<file path="config.mk">
export PLATFORM = sky130hd
export DESIGN_NAME = tof_result_readout_regs
export DESIGN_NICKNAME = d
export VERILOG_FILES = /design/src/inc/tof_result_pkg.sv /design/src/rtl/result_parity.sv /design/src/rtl/result_store.sv /design/src/rtl/tof_result_readout_regs.sv
export SDC_FILE = /design/constraint.sdc
export NUM_CORES = 1
export LEC_CHECK = 0
export ABC_AREA = 1
export BUFFER_PORTS_ARGS = -buffer_cell sky130_fd_sc_hd__buf_2
export CAP_MARGIN = 20
export CORE_MARGIN = 5
export CORE_UTILIZATION = 45
export CTS_BUF_LIST = sky130_fd_sc_hd__clkbuf_4 sky130_fd_sc_hd__clkbuf_8 sky130_fd_sc_hd__clkbuf_16
export DETAILED_ROUTE_END_ITERATION = 8
export GPL_TIMING_DRIVEN = 0
export PLACE_DENSITY = 0.65
export SKIP_LAST_GASP = 1
export SLEW_MARGIN = 20
export SYNTH_ARGS = -nofsm -noshare
export SYNTH_HDL_FRONTEND = slang
export SYNTH_SLANG_ARGS = --single-unit
</file>
<file path="constraint.sdc">
create_clock -name core_clk_in -period 11.9 [get_ports core_clk_in]
set_input_delay 1.19 -clock core_clk_in [delete_from_list [all_inputs] [get_ports core_clk_in]]
set_output_delay 1.19 -clock core_clk_in [all_outputs]
set_load 0.01 [all_outputs]
</file>
<file path="src/inc/tof_result_pkg.sv">
package tof_result_pkg;

	////////////////////////////////////////////////////////////////////////////////
	// Bus geometry
	localparam int APB_ADDR_W = 8;
	localparam int APB_DATA_W = 32;
	localparam int WORD_W = 24;
	localparam int IDX_W = 6;

	////////////////////////////////////////////////////////////////////////////////
	// Register indices as printed, byte address is four times the index
	localparam logic [IDX_W-1:0] IDX_FINE_SLOT3 = 6'h14;
	localparam logic [IDX_W-1:0] IDX_COARSE_SLOT3 = 6'h15;
	localparam logic [IDX_W-1:0] IDX_FINE_SLOT4 = 6'h16;
	localparam logic [IDX_W-1:0] IDX_COARSE_SLOT4 = 6'h17;
	localparam logic [IDX_W-1:0] IDX_FINE_SLOT5 = 6'h18;
	localparam logic [IDX_W-1:0] IDX_COARSE_SLOT5 = 6'h19;
	localparam logic [IDX_W-1:0] IDX_FIRST = IDX_FINE_SLOT3;
	localparam logic [IDX_W-1:0] IDX_LAST = IDX_COARSE_SLOT5;
	localparam logic [APB_ADDR_W-1:0] ADDR_FINE_SLOT3 = {IDX_FINE_SLOT3, 2'h0};
	localparam logic [APB_ADDR_W-1:0] ADDR_COARSE_SLOT3 = {IDX_COARSE_SLOT3, 2'h0};
	localparam logic [APB_ADDR_W-1:0] ADDR_FINE_SLOT4 = {IDX_FINE_SLOT4, 2'h0};
	localparam logic [APB_ADDR_W-1:0] ADDR_COARSE_SLOT4 = {IDX_COARSE_SLOT4, 2'h0};
	localparam logic [APB_ADDR_W-1:0] ADDR_FINE_SLOT5 = {IDX_FINE_SLOT5, 2'h0};
	localparam logic [APB_ADDR_W-1:0] ADDR_COARSE_SLOT5 = {IDX_COARSE_SLOT5, 2'h0};

	////////////////////////////////////////////////////////////////////////////////
	// Field layout of the result words
	localparam int PARITY_BIT = 23;
	localparam int FINE_W = 23;
	localparam int COARSE_W = 16;
	localparam int SPARE_W = 7;
	localparam logic [SPARE_W-1:0] SPARE_RESET = 7'h00;
	localparam logic [WORD_W-1:0] WORD_RESET = 24'h000000;
	localparam logic [APB_DATA_W-1:0] RDATA_IDLE = 32'h00000000;
	localparam logic [APB_DATA_W-WORD_W-1:0] RDATA_PAD = 8'h00;

	////////////////////////////////////////////////////////////////////////////////
	// Slots held by this bank
	localparam int SLOT_COUNT = 3;
	localparam int SLOT_W = 2;
	localparam logic [SLOT_W-1:0] SLOT_THREE = 2'h0;
	localparam logic [SLOT_W-1:0] SLOT_FIVE = 2'h2;
	localparam bit PARITY_ODD = 1'b0;

	////////////////////////////////////////////////////////////////////////////////
	// Bus answer sequencer
	typedef enum logic [1:0] {ST_IDLE, ST_FETCH, ST_RESP} bus_state_t;

endpackage

</file>
<file path="src/rtl/result_parity.sv">
module result_parity #(
	parameter int DATA_W = 23,
	parameter bit ODD = 1'b0
) (
	// Data covered
	input wire logic [DATA_W-1:0] data_in,
	// Parity bit for the top of the word
	output logic parity_out
);

	// Reduction xor, inverted for odd parity
	assign parity_out = (^data_in) ^ ODD;

endmodule // result_parity

</file>
<file path="src/rtl/result_store.sv">
module result_store #(
	parameter int WIDTH = 48,
	parameter int DEPTH = 3,
	parameter int AW = 2
) (
	// Clock and reset
	input wire logic core_clk_in,
	input wire logic rst_in,
	// Write port
	input wire logic wr_en_in,
	input wire logic [AW-1:0] wr_addr_in,
	input wire logic [WIDTH-1:0] wr_data_in,
	// Read port
	input wire logic rd_en_in,
	input wire logic [AW-1:0] rd_addr_in,
	output logic [WIDTH-1:0] rd_data_out
);

	logic [WIDTH-1:0] mem_q [DEPTH];
	logic [WIDTH-1:0] rd_data_q;

	// Entries clear at reset, then take measurement updates
	always_ff @(posedge core_clk_in or posedge rst_in)
	begin
		if (rst_in)
		begin
			for (int i = 0; i < DEPTH; i++)
				mem_q[i] <= '0;
		end
		else if (wr_en_in)
			mem_q[wr_addr_in] <= wr_data_in;
	end

	// Registered read data
	always_ff @(posedge core_clk_in or posedge rst_in)
	begin
		if (rst_in)
			rd_data_q <= '0;
		else if (rd_en_in)
			rd_data_q <= mem_q[rd_addr_in];
	end

	assign rd_data_out = rd_data_q;

endmodule // result_store

</file>
<file path="src/rtl/tof_result_readout_regs.sv">
// What this block does
// - The slot three fine word sits at index 14h with its 23-bit result low and parity in bit 23.
// - The slot three coarse word sits at index 15h with a 16-bit count low and parity in bit 23.
// - The slot four fine word sits at index 16h laid out like the other fine words.
// - The slot four coarse word sits at index 17h with its count low and parity on top.
// - The slot five fine word sits at index 18h with parity in bit 23 and the result below.
// - The slot five coarse word sits at index 19h laid out like the other coarse words.
// - Bits 22 to 16 of every coarse word read zero, kept spare for wider averaged counts.
// - Each fine field is an unsigned 23-bit value with its MSB at bit 22 and LSB at bit 0.
// - Every field including parity is read-only and reads zero from reset until updated.
module tof_result_readout_regs
#(
	parameter int SLOTS = tof_result_pkg::SLOT_COUNT
) (
	// Clock and reset
	input wire logic core_clk_in,
	input wire logic rst_in,
	// Channel select from the host, active low
	input wire logic channel_select_n_in,
	// Measurement engine update
	input wire logic meas_valid_in,
	input wire logic [tof_result_pkg::SLOT_W-1:0] meas_slot_in,
	input wire logic [tof_result_pkg::FINE_W-1:0] meas_fine_in,
	input wire logic [tof_result_pkg::COARSE_W-1:0] meas_coarse_in,
	// APB slave
	input wire logic psel_in,
	input wire logic penable_in,
	input wire logic pwrite_in,
	input wire logic [tof_result_pkg::APB_ADDR_W-1:0] paddr_in,
	input wire logic [tof_result_pkg::APB_DATA_W-1:0] pwdata_in,
	input wire logic [3:0] pstrb_in,
	output logic [tof_result_pkg::APB_DATA_W-1:0] prdata_out,
	output logic pready_out,
	output logic pslverr_out
);

	import tof_result_pkg::*;

	localparam int ENTRY_W = 2 * WORD_W;

	////////////////////////////////////////////////////////////////////////////////
	// Update path: build both words of a slot with fresh parity

	logic [FINE_W-1:0] fine_body;
	logic [FINE_W-1:0] coarse_body;
	logic [1:0] parity_bits;
	logic [FINE_W-1:0] parity_src [2];
	logic [WORD_W-1:0] fine_word;
	logic [WORD_W-1:0] coarse_word;
	logic slot_ok;
	logic store_wr;

	// Fine field unsigned, bit 22 down to bit 0
	assign fine_body = meas_fine_in;
	// Spare bits forced to zero above the count
	assign coarse_body = {SPARE_RESET, meas_coarse_in};
	assign parity_src[0] = fine_body;
	assign parity_src[1] = coarse_body;

	// One parity generator per word of the slot
	for (genvar g = 0; g < 2; g++)
	begin : gen_parity
		result_parity #(
			.DATA_W(FINE_W),
			.ODD(PARITY_ODD)
		) u_parity (
			.data_in(parity_src[g]),
			.parity_out(parity_bits[g])
		);
	end

	// Parity on top of each word
	assign fine_word = {parity_bits[0], fine_body};
	assign coarse_word = {parity_bits[1], coarse_body};

	// Only slots three to five are held here
	assign slot_ok = meas_slot_in <= SLOT_FIVE;
	assign store_wr = meas_valid_in && slot_ok;

	////////////////////////////////////////////////////////////////////////////////
	// APB decode

	logic setup_phase;
	logic [IDX_W-1:0] word_idx;
	logic [IDX_W-1:0] word_off;
	logic addr_aligned;
	logic addr_hit;
	logic chan_sel;
	logic access_ok;
	logic [SLOT_W-1:0] rd_slot;
	logic rd_coarse;

	assign setup_phase = psel_in && !penable_in;
	assign word_idx = paddr_in[APB_ADDR_W-1:2];
	assign word_off = word_idx - IDX_FIRST;
	assign addr_aligned = paddr_in[1:0] == 2'h0;
	// Window of six words, index 14h to 19h
	assign addr_hit = addr_aligned && (word_idx >= IDX_FIRST) && (word_idx <= IDX_LAST);
	// Access counts only while this channel is selected
	assign chan_sel = !channel_select_n_in;
	assign access_ok = addr_hit && chan_sel;
	// Even index is the fine word, odd index the coarse word of the same slot
	assign rd_slot = word_off[SLOT_W:1];
	assign rd_coarse = word_off[0];

	////////////////////////////////////////////////////////////////////////////////
	// Result storage, reset to zero, no write from the bus

	logic [ENTRY_W-1:0] rd_entry;

	result_store #(
		.WIDTH(ENTRY_W),
		.DEPTH(SLOTS),
		.AW(SLOT_W)
	) u_store (
		.core_clk_in(core_clk_in),
		.rst_in(rst_in),
		.wr_en_in(store_wr),
		.wr_addr_in(meas_slot_in),
		.wr_data_in({coarse_word, fine_word}),
		.rd_en_in(setup_phase && addr_hit),
		.rd_addr_in(rd_slot),
		.rd_data_out(rd_entry)
	);

	////////////////////////////////////////////////////////////////////////////////
	// Read data selection

	logic [WORD_W-1:0] rd_word;
	logic [APB_DATA_W-1:0] rd_bus;

	// Pick the fine or coarse half of the fetched entry
	assign rd_word = rd_coarse ? rd_entry[ENTRY_W-1:WORD_W] : rd_entry[WORD_W-1:0];
	// Upper byte reads zero; writes and misses return zero
	assign rd_bus = (access_ok && !pwrite_in) ? {RDATA_PAD, rd_word} : RDATA_IDLE;

	////////////////////////////////////////////////////////////////////////////////
	// Answer sequencer: fetch one cycle, answer the next

	bus_state_t state_q;
	bus_state_t state_d;
	logic [APB_DATA_W-1:0] prdata_q;
	logic [APB_DATA_W-1:0] prdata_d;
	logic pready_q;
	logic pready_d;
	logic pslverr_q;
	logic pslverr_d;

	// Next state and answer values
	always_comb
	begin
		state_d = state_q;
		prdata_d = prdata_q;
		pready_d = 1'b0;
		pslverr_d = 1'b0;
		case (state_q)
			ST_IDLE:
			begin
				prdata_d = RDATA_IDLE;
				if (setup_phase)
					state_d = ST_FETCH;
			end
			ST_FETCH:
			begin
				state_d = ST_RESP;
				prdata_d = rd_bus;
				pready_d = 1'b1;
				// Writes are dropped quietly, misses and deselected reads flag an error
				pslverr_d = !access_ok && !pwrite_in;
			end
			ST_RESP:
			begin
				state_d = ST_IDLE;
				prdata_d = RDATA_IDLE;
			end
			default:
			begin
				state_d = ST_IDLE;
				prdata_d = RDATA_IDLE;
			end
		endcase
	end

	// Sequencer state
	always_ff @(posedge core_clk_in or posedge rst_in)
	begin
		if (rst_in)
			state_q <= ST_IDLE;
		else
			state_q <= state_d;
	end

	// Registered bus answer
	always_ff @(posedge core_clk_in or posedge rst_in)
	begin
		if (rst_in)
		begin
			prdata_q <= RDATA_IDLE;
			pready_q <= 1'b0;
			pslverr_q <= 1'b0;
		end
		else
		begin
			prdata_q <= prdata_d;
			pready_q <= pready_d;
			pslverr_q <= pslverr_d;
		end
	end

	assign prdata_out = prdata_q;
	assign pready_out = pready_q;
	assign pslverr_out = pslverr_q;

	// Write data and strobes have no destination in a read-only bank
	logic unused_bus;
	assign unused_bus = ^{pwdata_in, pstrb_in};

endmodule // tof_result_readout_regs

</file>
==> out/metrics.csv <==
stage,metric,value,unit
floorplanning,top_level_ports,126,
grt,grt_pass1_vias,7021,
pwr,pwr_density_cell,156.9,nW/µm²
layout,syn_to_final_growth,15.11,%
clocking,clk_path_buf_depth,2,
synth,yosys-top-cells-area,"dfrtp_1 (54%), nand2_1 (15%), o21ai_0 (8.4%)",
clocking,cts_tree,done,
worst_setup_path,required,12190,ps
clocking,ctsResizeCount,0,
clocking,clockRootBuffer,clkbuf_16,
detailed_routing,via_per_inst,4.942,
detailed_routing,num_vias,7334,
detailed_routing,dr.pass1.iters,6,
sta,rsz0062_at_grt,false,
grt,antenna_found_initial,0,
worst_setup_path,cp-start-kind,input pin,
pwr,irDropWorstVdd,0.1061,mV
placed_design,numPortBuffers,79,
synth,synth_seq_area_share,54.09,%
grt,grt_pass1_wl,36.51,mm
clocking,clk_latency,440,ps
clocking,cts_setup_buffers,0,
clocking,path_clk_slew,70,ps
sta,drv_slew,0,
synth,synth_cell_types,27,
sta,finalHoldViolations,0,
floorplanning,dieArea,22650,µm²
grt,grt_max_degree,99,
synth,ys.warnings.count,0,
synth,ys_seq_elements,192,
floorplanning,rows,51,
clocking,cts.sinks,192,
sta,fin_ws,9330,ps
detailed_routing,ant_nets,0,
clocking,numCtsBuffers,17,
worst_setup_path,path_max_fanout,10,
worst_setup_path,critical_path_class,input pin to flop,
job,drv_cap,0,
worst_setup_path,arrival,2860,ps
clocking,cts_hold_buf,0,
synth,syn-instance-count,1100,
detailed_routing,wirelength,22.92,mm
placed_design,preCtsSetupSlack,8924,ps
sta,fin_skew,9.610,ps
layout,fin_nets,1298,
pwr,p_leak,5.222,nW
clocking,cts_max_level,4,
min_path,holdCritPathClass,flop to flop,
synth,synth.avg_cell_area,8.075,µm²
synth,synth_area,8882,µm²
detailed_routing,drt_iter0_markers,621,
synth,yosysTopAreaCell,dfrtp_1,
detailed_routing,drc,0,
sta,tightestPinTransition,780.1,ps
grt,overflow,0,
placed_design,place.gp.congestion,0.8179,
floorplanning,die_w,150.5,µm
sta,fmax,0.3891,GHz
sta,relSlewSlack,47.71,%
synth,synth_top_area_share,54.09,%
sta,post-route-period-util,21.60,%
placed_design,hpwl,16.20,mm
sta,setup_viol,0,
sta,tns,0,ps
floorplanning,die_y,150.5,µm
floorplanning,core_area,19460,µm²
floorplanning,start_util,45.64,%
grt,grt_usage,20.88,%
layout,drive_gt1_share,11.89,%
layout,diodes,0,
detailed_routing,avgRoutedWirePerCell,15.44,µm
sta,min_period,2570,ps
layout,fillers,1872,
worst_setup_path,end_kind,flop,
run_status,outcome,"complete, no violations",
-- Yosys cell counts --
cell type  instances
buf_6              9
nand3b_1           1
inv_4              1
inv_1            133
nand2_1          346
or2_2              1
clkbuf_1          38
xnor2_1           16
dfrtp_1          192
nand2b_1           1
o21ai_1           47
and3_1             1
nand3_1           15
inv_2              1
o21ai_0          149
a21oi_2            1
buf_1              3
nor3_2             1
buf_4              9
conb_1             1
nand4_2            1
nor2_1            65
buf_2              7
xor2_1            10
nor3_1             9
o22ai_1           41
nor4_4             1
-- layer usage --
metal  vias up  track usage, %  share of wire (%)
met4         0           7.868                2.4
met2       204           32.77                 46
met1      3439           29.63                 46
met3        37           2.860                4.9
met5         -               0                  0
li1       3654               -                  -
-- where the power goes --
group          leakage, nW  switching [W]  total [W]  internal (W)
sequential            2.34      0.0000456   0.000799      0.000753
combinational         2.60       0.000167   0.000260     0.0000928
clock                0.274       0.000253   0.000546      0.000293
-- registers in the layout, summed over array words and instances (netlist names) --
signal               cells
prdata_out              24
u_store.mem_q          123
state_q                  2
pready_out               1
pslverr_out              1
u_store.rd_data_out     41
-- cell type report --
type                    count  area [µm²]  area share, %
flip-flops and latches    192        4805          46.99
inverters                 135       516.7          5.054
well taps                 265       331.6          3.243
repair buffers             80       422.9          4.136
plain buffers              66       357.8          3.500
multi-input cells         714        3237          31.66
clock buffers              19       440.4          4.307
clock inverters            13       113.9          1.114
-- final timing paths --
kind	from	to	slack, ps	depth (start not counted)
min in group asynchronous	rst_in	prdata_out[19]	830	2
worst min-delay path	state_q[0]	state_q[0]	440	1
worst max-delay path	meas_slot_in[0]	u_store.mem_q[82]	9330	6
worst min register to register	state_q[0]	state_q[0]	440	1
worst max register to register	state_q[1]	prdata_out[13]	10450	4
max in group asynchronous	rst_in	u_store.mem_q[18]	10160	3
-- worst max-delay path, cell delays in order --
cell      delay [ps]
buf_2            100
inv_1             50
nor3_1           490
buf_2            320
clkbuf_1         530
o21ai_0          170
-- cell families after synthesis --
kind of cell    synth area share (%)
simple gates                   19.51
compound gates                 14.03
buf+inv                        9.762
flops                          54.09
xor+xnor                       2.564
other cells                  0.04222
-- placed cells by master, fill, tap and decap left out, types with 2 or more instances in the layout --
cell type     n
clkbuf_16    17
nand2_1     346
clkinv_2      5
clkinv_4      3
nor2_1       65
nand3_1      15
buf_1         3
dfrtp_1     192
clkinvlp_4    2
clkbuf_4      2
buf_4         9
o21ai_1      47
o22ai_1      41
inv_1       132
xnor2_1      16
nor3_1        9
o21ai_0     149
conb_1        8
buf_6         9
inv_6         2
clkbuf_1     38
buf_2        86
xor2_1       10
-- per-stage QoR --
step | cell area [µm²] | util, % | instances | total power, W | hold WS, ps
after CTS | 10220 | 52.54 | 1484 | 0.001610 | 439.8
after floorplan | 8909 | - | 1107 | 0.0009799 | 407.9
after detailed placement | 9671 | 49.69 | 1452 | 0.001068 | 422.4
final | 10220 | 52.54 | 1484 | 0.001605 | 436.5
after global placement | 9635 | 49.51 | 1451 | 0.001059 | 422.7
after global routing | 10220 | 52.54 | 1484 | 0.001683 | 467.9
Power figures use the tool's default switching activity.
